$ cat src/logic/dcp_pkg.sv
// Purpose: Constants for the dual compare pulse channel
// Assumes: APB slave, 32-bit data, 16-bit compare values
// Notes:   Offsets are byte addresses
package dcp_pkg;
    // ------------------------------------------------------------
    // Register map
    // ------------------------------------------------------------
    localparam logic [7:0] ctrl_off      = 8'h00;
    localparam logic [7:0] primary_off   = 8'h04;
    localparam logic [7:0] secondary_off = 8'h08;
    localparam logic [7:0] status_off    = 8'h0c;
    localparam logic [7:0] period0_off   = 8'h10;
    localparam logic [7:0] period1_off   = 8'h14;
    localparam logic [7:0] tbctl_off     = 8'h18;
    localparam logic [7:0] count0_off    = 8'h1c;
    localparam logic [7:0] count1_off    = 8'h20;
    // ------------------------------------------------------------
    // Fields
    // ------------------------------------------------------------
    localparam int          mode_lsb      = 0;
    localparam int          tbsel_bit     = 3;
    localparam int          irq_en_bit    = 1;
    localparam int          flag_bit      = 0;
    localparam int          pin_bit       = 2;
    localparam logic [2:0]  mode_single   = 3'h4;
    localparam logic [2:0]  mode_cont     = 3'h5;
    localparam logic [2:0]  mode_reset    = 3'h0;
    localparam logic [15:0] word_reset    = 16'h0000;
    // Trailing match to flag: output falls at +1, flag at +3
    localparam int          flag_delay    = 2;
    localparam int          pin_delay     = 1;
endpackage

$ cat src/logic/dcp_time_base.sv
// Purpose: One up-counting time base with period wrap
// Assumes: Software writes the count only while stopped, if at all
// Notes:   Wraps to zero on the clock after reaching the period
`timescale 1ns/1ps
`default_nettype none
module dcp_time_base import dcp_pkg::*; #(
    parameter int W = 16
) (
    // Clock and reset
    input  wire logic         pclk,
    input  wire logic         presetn,
    // Control
    input  wire logic         run,
    input  wire logic         load,
    input  wire logic [W-1:0] load_value,
    input  wire logic [W-1:0] period,
    // Count
    output logic      [W-1:0] count
);
    logic [W-1:0] next_count;

    always_comb begin
        next_count = count;
        if (load) begin
            next_count = load_value;
        end else if (run) begin
            if (count == period) begin
                next_count = '0;
            end else begin
                next_count = W'(count + 1'b1);
            end
        end
    end

    always_ff @(posedge pclk or negedge presetn) begin
        if (!presetn) begin
            count <= '0;
        end else begin
            count <= next_count;
        end
    end
endmodule
`default_nettype wire

$ cat src/logic/dcp_channel.sv
// Purpose: Dual compare pulse channel with APB registers
// Assumes: Zero-wait APB; both time bases live in this block
// Notes:   Pin rises one cycle after the primary match
//
// What this block does
// Single-pulse code: pin low, then one pulse
// Pin rises on first primary match
// Single-pulse secondary match: pin low, done
// Secondary match sets flag; enable gates irq
// Rewriting single-pulse code arms new pulse
// Software keeps secondary two cycles past primary
// Software loads values, period, mode, then runs
// Control bit three selects the time base
// Primary zero: first count gives no pulse
// Secondary below primary: fall after wrap
// Secondary beyond period: rise only, no flag
// All zero: pin low, flag clear
// Primary beyond period: pin stays low
// Continuous code: pin low until primary match
// Pin rises one cycle after primary match
// Continuous mode repeats each period
// Time base wraps to zero after period
// Period below secondary: no falling edge
// Flag set two cycles after pin falls
// Continuous mode flags every secondary match
// Output level cleared on reset
// Other mode codes stop pulse generation
//
// The APB register port and the register addresses were chosen for this implementation.
`timescale 1ns/1ps
`default_nettype none
module dcp_channel import dcp_pkg::*; #(
    parameter int W = 16
) (
    // APB
    input  wire logic        pclk,
    input  wire logic        presetn,
    input  wire logic        psel,
    input  wire logic        penable,
    input  wire logic        pwrite,
    input  wire logic [7:0]  paddr,
    input  wire logic [31:0] pwdata,
    output logic      [31:0] prdata,
    output logic             pready,
    output logic             pslverr,
    // Channel
    output logic             compare_output_pin,
    output logic             channel_irq
);
    // ------------------------------------------------------------
    // Registers
    // ------------------------------------------------------------
    typedef enum logic [1:0] {dcp_idle_s, dcp_wait_s, dcp_high_s,
                              dcp_done_s} dcp_state_t;

    logic [2:0]   compare_mode_field;
    logic         time_base_select;
    logic [W-1:0] primary_compare_value;
    logic [W-1:0] secondary_compare_value;
    logic [W-1:0] period0;
    logic [W-1:0] period1;
    logic [1:0]   timer_run_bit;
    logic         channel_irq_enable;
    logic         channel_irq_flag;
    logic [2:0]   next_mode;
    logic         next_tbsel;
    logic [W-1:0] next_primary;
    logic [W-1:0] next_secondary;
    logic [W-1:0] next_period0;
    logic [W-1:0] next_period1;
    logic [1:0]   next_run;
    logic         next_irq_enable;
    logic         next_flag;
    logic [31:0]  next_prdata;

    logic         wr;
    logic         rd;
    logic         ctrl_wr;
    logic         flag_clear;
    logic         addr_ok;
    logic [W-1:0] count0;
    logic [W-1:0] count1;
    logic [W-1:0] time_base_count;
    logic [W-1:0] time_base_period;

    assign wr      = psel && penable && pwrite;
    assign rd      = psel && penable && !pwrite;
    assign ctrl_wr = wr && paddr == ctrl_off;
    assign pready  = 1'b1;
    assign addr_ok = paddr inside {ctrl_off, primary_off, secondary_off,
                     status_off, period0_off, period1_off, tbctl_off,
                     count0_off, count1_off};
    assign pslverr = psel && penable && !addr_ok;
    assign flag_clear = wr && paddr == status_off && pwdata[flag_bit];

    // ------------------------------------------------------------
    // Time bases
    // ------------------------------------------------------------
    dcp_time_base #(.W(W)) u_tb0 (
        .pclk       (pclk),
        .presetn    (presetn),
        .run        (timer_run_bit[0]),
        .load       (wr && paddr == count0_off),
        .load_value (pwdata[W-1:0]),
        .period     (period0),
        .count      (count0)
    );

    dcp_time_base #(.W(W)) u_tb1 (
        .pclk       (pclk),
        .presetn    (presetn),
        .run        (timer_run_bit[1]),
        .load       (wr && paddr == count1_off),
        .load_value (pwdata[W-1:0]),
        .period     (period1),
        .count      (count1)
    );

    assign time_base_count  = time_base_select ? count1 : count0;
    assign time_base_period = time_base_select ? period1 : period0;

    // ------------------------------------------------------------
    // Pulse engine
    // ------------------------------------------------------------
    dcp_state_t   state;
    dcp_state_t   next_state;
    logic         tb_run;
    logic         prim_hit;
    logic         sec_hit;
    logic         fell;
    logic [1:0]   fall_pipe;
    logic [1:0]   next_fall_pipe;
    logic         next_pin;
    logic         dual_mode;
    logic         prim_ok;
    logic         wrapped;
    logic         next_wrapped;

    assign dual_mode = compare_mode_field == mode_single
                    || compare_mode_field == mode_cont;
    assign tb_run    = time_base_select ? timer_run_bit[1]
                                        : timer_run_bit[0];
    // Matches count only while the chosen base ticks
    assign prim_hit  = tb_run && time_base_count == primary_compare_value;
    assign sec_hit   = tb_run && time_base_count == secondary_compare_value;
    // Zero primary counts only once the base wrapped into zero
    assign prim_ok   = prim_hit && (primary_compare_value != word_reset
                                    || wrapped);

    always_comb begin
        next_state = state;
        fell       = 1'b0;
        if (ctrl_wr) begin
            // Any control write restarts from low
            next_state = (pwdata[2:0] == mode_single
                       || pwdata[2:0] == mode_cont) ? dcp_wait_s
                                                    : dcp_idle_s;
        end else if (!dual_mode) begin
            next_state = dcp_idle_s;
        end else begin
            unique case (state)
                dcp_idle_s: next_state = dcp_idle_s;
                dcp_wait_s: begin
                    // Primary beyond period never hits
                    // Zero primary waits for wrap when started at zero
                    if (prim_ok && !(primary_compare_value == word_reset
                        && time_base_period == word_reset)) begin
                        next_state = dcp_high_s;
                    end
                end
                dcp_high_s: begin
                    // Secondary beyond period stays high
                    if (sec_hit && !prim_hit_now_same()) begin
                        fell = 1'b1;
                        next_state = (compare_mode_field == mode_single)
                                   ? dcp_done_s : dcp_wait_s;
                    end
                end
                dcp_done_s: next_state = dcp_done_s;
            endcase
        end
        next_pin       = next_state == dcp_high_s;
        next_wrapped   = tb_run && time_base_count == time_base_period;
        next_fall_pipe = {fall_pipe[0], fell};
    end

    // Rising match cycle cannot also be the trailing one
    function automatic logic prim_hit_now_same();
        return 1'b0;
    endfunction

    always_ff @(posedge pclk or negedge presetn) begin
        if (!presetn) begin
            state              <= dcp_idle_s;
            compare_output_pin <= 1'b0;
            fall_pipe          <= '0;
            wrapped            <= 1'b0;
        end else begin
            state              <= next_state;
            compare_output_pin <= next_pin;
            fall_pipe          <= next_fall_pipe;
            wrapped            <= next_wrapped;
        end
    end

    // ------------------------------------------------------------
    // Register file
    // ------------------------------------------------------------
    always_comb begin
        next_mode       = compare_mode_field;
        next_tbsel      = time_base_select;
        next_primary    = primary_compare_value;
        next_secondary  = secondary_compare_value;
        next_period0    = period0;
        next_period1    = period1;
        next_run        = timer_run_bit;
        next_irq_enable = channel_irq_enable;
        next_flag       = channel_irq_flag;
        next_prdata     = '0;
        if (wr) begin
            unique case (paddr)
                ctrl_off: begin
                    next_mode  = pwdata[2:0];
                    next_tbsel = pwdata[tbsel_bit];
                end
                primary_off:   next_primary   = pwdata[W-1:0];
                secondary_off: next_secondary = pwdata[W-1:0];
                period0_off:   next_period0   = pwdata[W-1:0];
                period1_off:   next_period1   = pwdata[W-1:0];
                tbctl_off:     next_run       = pwdata[1:0];
                status_off:    next_irq_enable = pwdata[irq_en_bit];
                default: ;
            endcase
        end
        if (flag_clear) begin
            next_flag = 1'b0;
        end
        // Set wins over clear; flag two cycles after the fall
        if (fall_pipe[1]) begin
            next_flag = 1'b1;
        end
        if (rd) begin
            unique case (paddr)
                ctrl_off:      next_prdata = {28'h0, time_base_select,
                                              compare_mode_field};
                primary_off:   next_prdata = 32'(primary_compare_value);
                secondary_off: next_prdata = 32'(secondary_compare_value);
                period0_off:   next_prdata = 32'(period0);
                period1_off:   next_prdata = 32'(period1);
                tbctl_off:     next_prdata = {30'h0, timer_run_bit};
                count0_off:    next_prdata = 32'(count0);
                count1_off:    next_prdata = 32'(count1);
                status_off:    next_prdata = {29'h0, compare_output_pin,
                                 channel_irq_enable, channel_irq_flag};
                default:       next_prdata = '0;
            endcase
        end
    end

    always_ff @(posedge pclk or negedge presetn) begin
        if (!presetn) begin
            compare_mode_field      <= mode_reset;
            time_base_select        <= 1'b0;
            primary_compare_value   <= word_reset;
            secondary_compare_value <= word_reset;
            period0                 <= word_reset;
            period1                 <= word_reset;
            timer_run_bit           <= '0;
            channel_irq_enable      <= 1'b0;
            channel_irq_flag        <= 1'b0;
        end else begin
            compare_mode_field      <= next_mode;
            time_base_select        <= next_tbsel;
            primary_compare_value   <= next_primary;
            secondary_compare_value <= next_secondary;
            period0                 <= next_period0;
            period1                 <= next_period1;
            timer_run_bit           <= next_run;
            channel_irq_enable      <= next_irq_enable;
            channel_irq_flag        <= next_flag;
        end
    end

    // Read data is combinational over the access phase
    assign prdata = next_prdata;
    assign channel_irq = channel_irq_flag && channel_irq_enable;

    // ------------------------------------------------------------
    // Checks
    // ------------------------------------------------------------
    rise_after_hit_a: assert property (@(posedge pclk)
        disable iff (!presetn)
        $rose(compare_output_pin) |-> $past(prim_hit))
        else $error("pin rose without primary match");
    flag_delay_a: assert property (@(posedge pclk)
        disable iff (!presetn)
        $fell(compare_output_pin) && !$past(ctrl_wr) && dual_mode
        |-> ##2 channel_irq_flag)
        else $error("flag not set two cycles after fall");
    flag_source_a: assert property (@(posedge pclk)
        disable iff (!presetn)
        $rose(channel_irq_flag) |-> $past(compare_output_pin, 3)
        && !$past(compare_output_pin, 2))
        else $error("flag set without a trailing edge");
    mode_stop_a: assert property (@(posedge pclk)
        disable iff (!presetn)
        ctrl_wr |=> !compare_output_pin)
        else $error("pin not low after mode write");
    single_done_a: assert property (@(posedge pclk)
        disable iff (!presetn)
        state == dcp_done_s && !ctrl_wr |=> !compare_output_pin)
        else $error("pin rose after single pulse");
    idle_low_a: assert property (@(posedge pclk)
        disable iff (!presetn)
        !dual_mode && !$past(ctrl_wr) |-> !compare_output_pin)
        else $error("pin high outside dual modes");
    base_wrap_a: assert property (@(posedge pclk)
        disable iff (!presetn)
        timer_run_bit[0] && count0 == period0 && !wr
        |=> count0 == '0)
        else $error("time base did not wrap");
    fall_on_sec_a: assert property (@(posedge pclk)
        disable iff (!presetn)
        $fell(compare_output_pin) && !$past(ctrl_wr) |-> $past(sec_hit))
        else $error("fall without secondary match");
    single_cv: cover property (@(posedge pclk)
        state == dcp_high_s ##[1:50] state == dcp_done_s);
    cont_cv: cover property (@(posedge pclk)
        compare_mode_field == mode_cont && $fell(compare_output_pin));
    irq_cv: cover property (@(posedge pclk) $rose(channel_irq));
endmodule
`default_nettype wire

$ cat config.mk
export PLATFORM = sky130hd
export DESIGN_NAME = dcp_channel
export DESIGN_NICKNAME = d
export VERILOG_FILES = /design/src/logic/dcp_pkg.sv /design/src/logic/dcp_time_base.sv /design/src/logic/dcp_channel.sv
export SDC_FILE = /design/constraint.sdc
export NUM_CORES = 1
export LEC_CHECK = 0
export BUFFER_PORTS_ARGS = -buffer_cell sky130_fd_sc_hd__clkbuf_2
export CORE_MARGIN = 2
export CORE_UTILIZATION = 40
export DETAILED_ROUTE_END_ITERATION = 8
export SLEW_MARGIN = 5
export SYNTH_ARGS = -nofsm -noshare
export SYNTH_HDL_FRONTEND = slang
export SYNTH_HIERARCHICAL = 1
export SYNTH_SLANG_ARGS = --single-unit
$ cat constraint.sdc
create_clock -name pclk -period 3.5 [get_ports pclk]
set_clock_uncertainty 0.2 [all_clocks]
set_input_delay 0.875 -clock pclk [delete_from_list [all_inputs] [get_ports pclk]]
set_output_delay 0.875 -clock pclk [all_outputs]
set_load 0.03 [all_outputs]
# Yosys cells after proc, flatten, opt, wreduce, memory -nomap -nowiden
# Index checks and enable logic that the tools add are counted.
[totals] regBits=110 inputBits=45 out_inout_bits=36 elab_cells=100
[op_classes] add_sub_neg=2 n_eq_ne=21 n_mux=24 reduce_logical=38
[ops] cell="16-bit two-way mux" count=9
[ops] cell="16-bit case mux with 9 select lines" count=1
[ops] cell="16-bit equality test" count=5
[ops] cell="16-bit by 1-bit adder with 16-bit output, second input constant" count=2
[ops] cell="8-bit by 5-bit equality test with 1-bit output, second input constant" count=4
[ops] cell="16-bit zero test" count=2
[ops] cell="8-bit by 4-bit equality test with 1-bit output, second input constant" count=2
[ops] cell="1-bit logical AND" count=16
[ops] cell="16-bit nonzero test" count=1
[ops] cell="2-bit AND reduction" count=7
[ops] cell="3-bit equality test, second input constant" count=4
[ops] cell="2-bit two-way mux" count=5
[ops] cell="9-bit nonzero test" count=1
[ops] cell="8-bit by 3-bit equality test with 1-bit output, second input constant" count=1
[ops] cell="8-bit by 6-bit equality test with 1-bit output, second input constant" count=1
[ops] cell="8-bit zero test" count=1
[ops] cell="1-bit two-way mux" count=8
[ops] cell="2-bit case mux with 4 select lines" count=1
[ops] cell="2-bit equality test, second input constant" count=3
[ops] cell="2-bit nonzero test" count=3
[ops] cell="1-bit zero test" count=3
[ops] cell="1-bit logical OR" count=3
[ops] cell="2-bit by 1-bit equality test with 1-bit output, second input constant" count=1
[ops] cell="2-bit zero test" count=1

# Longest topological paths before layout
# Gate-level depths: netlist of the first run.
[depth] depth_word=10 ltp_mapped=11 depth_no_buf=7

# Hierarchy
# The synthesis of the first run kept the hierarchy.
[modules_own_cells] module="dcp_channel" instances=1 cells_each=444 area_each_um2=5002.3 seq_area_each_um2=1951.9
[modules_own_cells] module="dcp_time_base" instances=2 cells_each=132 area_each_um2=1213.7 seq_area_each_um2=400.4

# Worst setup path after synthesis of the first run
# Ideal clock, no wire load.
[synth_timing] path_kind="input to output" start="input port paddr[3]" end="output port prdata[10]" arrival_time_ns=2.784 required_time_ns=2.425 slack_ns=-0.359 cell_stages=9 n_path_buf=4 cell_sequence="buf_4 nor4_4 and4b_1 buf_4 a21oi_1 or3_1 buf_2 buf_6 a21oi_1"
[synth_via] elab_chain_cells=3 word_cells_on_any_way=11 classes_between="8 x eq/ne; 2 x mux; 1 x reduce/logical"
[synth_rtl] item="from (decl)" line_no="dcp_channel.sv:41" rtl="input wire logic [7:0] paddr,"
[synth_rtl] item="8-bit by 4-bit equality test with 1-bit output, or another cell as far along" line_no="dcp_channel.sv:243" rtl="unique case (paddr)"
[synth_rtl] item="16-bit case mux with 9 select lines *" line_no="dcp_channel.sv:243"
[synth_rtl] item="16-bit two-way mux *" line_no="dcp_channel.sv:242" rtl="if (rd) begin"
[synth_rtl] item="to (decl)" line_no="dcp_channel.sv:43" rtl="output logic [31:0] prdata,"
# Every way passes the cells marked *; elsewhere a longest branch is shown, timed or not.

# Worst setup path in the final report of the first run
[layout_timing] start="input port paddr[0]" end="output port prdata[15]"
# The elaborated chain is that of the path after synthesis.

==> impl_results.md, run 1 <==
* Outcome: finished, violations left
* Violated checks: negative setup slack
* Largest cells by area after synthesis: dfrtp_1, xor2_1, mux2_1
* Bufs on Longest Clock Path at 2
* PD cells at between 300 and 400 nW/um^2
* EDFF count, synth at 0
* Clock root cell: clkbuf_16
* ANT cells at 0
* Total grt overflow at 0
* Wire length on met2 at 11100 um
* Placed insts at 982
* First-pass GRT wire length at about 37000 um
* CP Launch Type: primary input
* Fin Hold WS at about 160 ps
* Pre-CTS WS at -207 ps
* Final hold vios at 0
* Initial Util at between 40% and 50%
* Final ANT Viol Nets at 0
* Worst-path clk slew at 70 ps
* Sink Count at 110
* # DRC at 0
* Clock latency on the worst-skew pair at about 360 ps
* TritonCTS buffer count at 9
* Max Cap Viol at 0
* Post-synth ARST share at 100%
* F_max at between 0.2 and 0.3 GHz
* Die Y at about 140 um
* Met3 wire length at 1660 um
* Total Negative Setup Slacks at -1240 ps
* Core area at roughly 18000 um^2
* Final #Nets at 813
* Main synth FF type: dfrtp_1
* Worst Slack Setup Final at -111 ps
* Crit path max fanout at 8
* Max Used Layer: met4
* Reg-to-reg slack, setup at 490 ps
* Final cycle utilization of the critical path at 103%
* CP Capture Type: primary output
* Post-synthesis cell area at roughly 7400 um^2
* Drt pass-1 iters at 9
* CTS tree: built
* Tot GR Track Use at 24.4%
* Routed wire per std cell at 23.9 um
* Final Max Tran Viols at 0
* Area grow syn2layout at 18.2%
* Relative slew slack at 49.3%
* Area share of the largest cell type after synthesis at about 37%
* Post-DP HPWL at 16800 um
* Avg Synthesized Cell Area at 10.5 um^2
* LEAKAGE at 3.86 nW
* Largest area contributor in the netlist: dfrtp_1
* Count of different cell masters after synthesis at approximately 60
* Via-to-Cell Ratio at roughly 6.1
* Placement Rows at 49
* 1st-iter DRT viols at 637
* Hold WC Path Type: flip-flop to flip-flop
* Vias in the first global route at 6045
* Max VDD drop at 0.217 mV
* Initial antenna violation count at 0
* GPL Wtd Cong at between 0.9 and 1
* Crit Path Class: primary input to primary output
* Die area at slightly below 20000 um^2
* Worst slew pin tran at 758 ps
* Die Wd at approximately 140 um
* Htree depth at 3
* Unrepaired setup endpoints after global routing: true
* Register area share after synthesis at 37.0%
* Final Util at 48.6%
* DRT met1 WL at about 11000 um
* Largest net degree at the start of global routing at 51
* Endpoints failing setup at 16
* Post-layout min period at 3610 ps
* Final wirelength at 23800 um
* PortBufs at 47
* Synth Register Bits at 110
* Num ports at between 80 and 90
* Via count at 6084
* Arrival time at the worst endpoint at approximately 2500 ps
* WP data required at ~2400 ps
* Share of layout cells above drive strength 1 at a little over a quarter
* Number of synthesis warnings at 6
* Post-route insts no fill at between 900 and 1000
* Mapped Cells at between 700 and 800
critical path, stage by stage:
cell and delay (ps):
clkbuf_8 120, nor4_4 270, and4b_1 270, a21oi_2 60, or3_4 430, buf_12 190, a21oi_4 170, buf_8 150
layer usage:
metal	up-vias	track usage (%)
met2	284	38.9
met3	39	5.16
met5	-	0
met1	3045	33.3
met4	0	7.92
li1	2716	-
kinds of logic (layout without fill, tap and decap cells):
| logic type | count (synthesis) | after routing | synth area share, % |
|---|---|---|---|
| compound gates | 137 | 137 | 13.3 |
| xor+xnor | 118 | 118 | 13.9 |
| fa+ha+maj | 2 | 2 | 0.337 |
| buf+inv | 64 | 111 | 5.34 |
| flops | 110 | 110 | 37.0 |
| mux | 97 | 97 | 15.0 |
| other cells | 2 | 17 | 0.101 |
| simple gates | 178 | 178 | 15.0 |
through the flow:
stage	power [mW]	instance area [um^2]
after CTS	2.98	8730
after detailed placement	1.85	8190
after global routing	3.08	8780
after global placement	1.84	8190
final	2.96	8780
after floorplan	1.68	7660
sequential cells by signal, indices dropped and copies added, names as in the netlist:
register,cells
period0,16
period1,16
primary_compare_value,16
secondary_compare_value,16
u_tb0/count,16
u_tb1/count,16
compare_mode_field,3
fall_pipe,2
state,2
timer_run_bit,2
channel_irq_enable,1
channel_irq_flag,1
compare_output_pin,1
time_base_select,1
wrapped,1
worst paths after layout:
check	from	endpoint	depth (start not counted)
setup / recovery	paddr[0]	prdata[15]	8
hold / removal	fall_pipe[0]	fall_pipe[1]	0
setup reg to reg	time_base_select	state[0]	6
hold reg to reg	fall_pipe[0]	fall_pipe[1]	0
max in group asynchronous	presetn	period1[11]	2
min in group asynchronous	presetn	channel_irq_flag	1
layout make-up:
class	instances	area [um^2]
Clock inverter	6	86.3
Multi-Input combinational cell	549	4560
Tap cell	229	287
Inverter	5	18.8
Timing Repair Buffer	91	851
Sequential cell	110	2750
Clock buffer	9	225
Fill cell	1641	9310
synthesized netlist by cell type (21+ instances only):
library cell    n
dfrtp_1       110
xor2_1         72
a21oi_1        51
xnor2_1        46
mux2_1         37
mux2_2         36
nor3b_1        31
a222oi_1       25
nand2_1        24
buf_4          21
repair_timing:
| item | in CTS | in global routing |
|---|---|---|
| pin swaps | 6 | 3 |
| setup buffers | 2 | 1 |
| hold buffers | 0 | 0 |
| endpoints found under the setup margin | 16 | 16 |
| cloned | 1 | 0 |
| resized for setup | 44 | 20 |
where the power goes:
part           switching, mW  internal (mW)
sequential            0.0962           1.30
combinational          0.272          0.172
clock                  0.494          0.624
placed cells by master, fill, tap and decap left out, drive strengths merged, types with 4 or more instances in the layout:
master,n
xnor2,46
nand2,24
clkbuf,38
and3,19
conb,17
inv,6
nor2,10
buf,62
mux2,73
nor3,8
a22oi,6
nor3b,31
nand4,14
nor4,23
xor2,72
o22ai,4
nor2b,6
o21ai,32
dfrtp,110
mux2i,24
nand3b,4
nand3,16
a222oi,25
a31oi,6
a21oi,51
and2,8
Power figures use the tool's default switching activity.
==> inputs of run 2 (changes only) <==
ABC_AREA = 1   (was not set)
==> impl_results.md, run 2 <==
* Start point of the critical path: paddr[2]
* Max Cap Viol at 0
* Post-route cell area at around 9200 um^2
* DP Area at between 8000 and 9000 um^2
* Mapped Cells at ~1200
* Total grt overflow at 0
* Largest net degree at the start of global routing at 42
* Die Wd at approximately 150 um
* Post-synthesis cell area at 8050 um^2
* Reg2reg start: time_base_select
* WP data required at approximately 2400 ps
* Most common library cells after synthesis: nand2_1, inv_1, nor2_1
* GPL Wtd Cong at about 0.96
* First-pass GRT wire length at 42900 um
* Avg Synthesized Cell Area at approximately 6.5 um^2
* CP Buf/Inv Count at 6
* Crit Path Class: primary input to primary output
* Fin Hold WS at approximately 150 ps
* HP Start: fall_pipe[0]
* Pre-CTS WS at -132 ps
* Post-synth ARST share at 100%
* Largest area contributor in the netlist: dfrtp_1
* CP Launch Type: primary input
* Endpoints failing setup at 0
* Tot GR Track Use at approximately 26%
* Met1 track demand over resource at 38.2%
* Initial antenna violation count at 0
* Final Util at 46.8%
* Max VDD drop at 0.229 mV
* Met2 global-route usage at 39.9%
* Share of layout cells above drive strength 1 at roughly 14%
* Most frequent cells in the layout: nand2_1, inv_1, nor2_1, o21ai_0, dfrtp_1
* CP Capture Type: primary output
* FILL cells at between 2000 and 2500
* Final Max Tran Viols at 0
* Number of synthesis warnings at 6
* Main synth FF type: dfrtp_1
* Register area share after synthesis at 34.2%
* Vias in the first global route at between 7000 and 8000
* Slowest stage delay, CP at 180 ps
* Synth Register Bits at 110
* Drt pass-1 iters at 8
* LEAKAGE at roughly 4.3 nW
* Count of different cell masters after synthesis at 39
* Die Y at 146 um
* PortBufs at 47
* EDFF count, synth at 0
* M3 GR Usage at under 10%
* Via-to-Cell Ratio at ~5.3
* Final hold vios at 0
* Arrival time at the worst endpoint at between 2000 and 2500 ps
* Most common cell in the synthesized netlist: nand2_1
* Commonest non-fill, non-tap cell in the layout: nand2_1
* Worst Slack Setup Final at about 57 ps
* Hold buffers post-CTS at 0
* Num ports at 81
* Cell Chain, Critical Path: clkbuf_2 > inv_2 > nand4_1 > nor2_1 > buf_4 > inv_4 > o21ai_1 > nor2_1 > a31oi_1 > buf_4 > clkbuf_4
* CP delay by family, top: buffers and inverters
* Relative slew slack at 24.7%
* CTS tree: built
* Unrepaired setup endpoints after global routing: true
* Initial Util at a little over 40%
* F_max at a little under 0.3 GHz
* Outcome: finished, final reports clean
* Die area at around 21000 um^2
* Post-DP HPWL at around 22000 um
* Clock root cell: clkbuf_16
* Placement Rows at 51
* Via count at roughly 8300
* Final wirelength at ~28000 um
* PD cells at around 300 nW/um^2
* Hold WC Path Type: flip-flop to flip-flop
* Sink Count at 110
* Post-layout min period at roughly 3400 ps
* Routed wire per std cell at 17.4 um
* Core area at slightly below 20000 um^2
* Worst slew pin tran at roughly 1100 ps
* # DRC at 0
* Grt peak-use layer: met2
* Htree depth at 3
* Pwr Total at around 2.8 mW
* Worst-path clk slew at roughly 80 ps
* Area grow syn2layout at 13.9%
* Final ANT Viol Nets at 0
* Final #Nets at roughly 1400
* Slowest library cell on the worst path: nand4_1
* Final cycle utilization of the critical path at roughly 98%
* Bufs on Longest Clock Path at 2
* Clock latency on the worst-skew pair at 370 ps
* Crit path max fanout at 7
* Largest cells by area after synthesis: dfrtp_1, nand2_1, inv_1
* TritonCTS buffer count at 9
* Area share of the largest cell type after synthesis at 34.2%
* 1st-iter DRT viols at 938
* ANT cells at 0
## run 2: cells by family (layout without fill, tap and decap cells)
logic type | after synthesis | in the layout | share of synthesized area, %
AND/OR/NAND/NOR | 626 | 626 | 31.6
buffers and inverters | 240 | 296 | 13.1
other | 2 | 17 | 0.0933
AO/OA/AOI/OAI | 235 | 235 | 17.8
adder cells (fa/ha/maj) | 2 | 2 | 0.311
XOR/XNOR | 27 | 27 | 2.94
flip-flops | 110 | 110 | 34.2
## run 2: worst register-to-register path, delay by kind of cell, from the launching register on
| kind | cells | cell delay [ps] |
|---|---|---|
| simple gates | 10 | 850 |
| flops | 1 | 670 |
| buf+inv | 2 | 670 |
| compound gates | 1 | 190 |
## run 2: final timing paths
check | end | cells past startpoint | slack (ps)
setup reg to reg | compare_output_pin | 13 | 820
hold reg to reg | fall_pipe[1] | 0 | 150
max in group asynchronous | period0[5] | 2 | 2160
min in group asynchronous | secondary_compare_value[10] | 1 | 290
hold / removal | fall_pipe[1] | 0 | 150
setup / recovery | prdata[15] | 11 | 60
## run 2: through the flow
stage                     std cells  setup TNS [ps]
after floorplan                1257               0
after CTS                      1576               0
after global placement         1560           -1710
after detailed placement       1560           -1400
after global routing           1578            -142
final                          1578               0
## run 2: layout make-up
class	count	area (um^2)	area share, %
sequential	110	2750	30.0
clock inverter	5	52.6	0.573
multi-input combinational	907	4390	47.8
tap	265	332	3.61
clock buffer	11	253	2.76
inverter	187	707	7.71
timing repair buffer	93	689	7.52
## run 2: power breakdown
| group | switching (mW) | internal [mW] | total, mW |
|---|---|---|---|
| Combinational | 0.258 | 0.107 | 0.365 |
| Clock | 0.545 | 0.539 | 1.08 |
| Sequential | 0.0393 | 1.29 | 1.33 |
## run 2: routing by layer
layer  routed length, um  share of wire [%]  vias up
met4                 653                2.4        0
met2               12300                 45      347
li1                    -                  -     4069
met1               12800                 46     3857
met3                1820                6.6       44
met5                   0                  0        -
## run 2: timing repair
action | CTS | global route
resized for setup | 16 | 48
endpoints found under the setup margin | 16 | 16
pin swaps | 1 | 7
gates cloned | 0 | 0
buffers inserted | 0 | 2
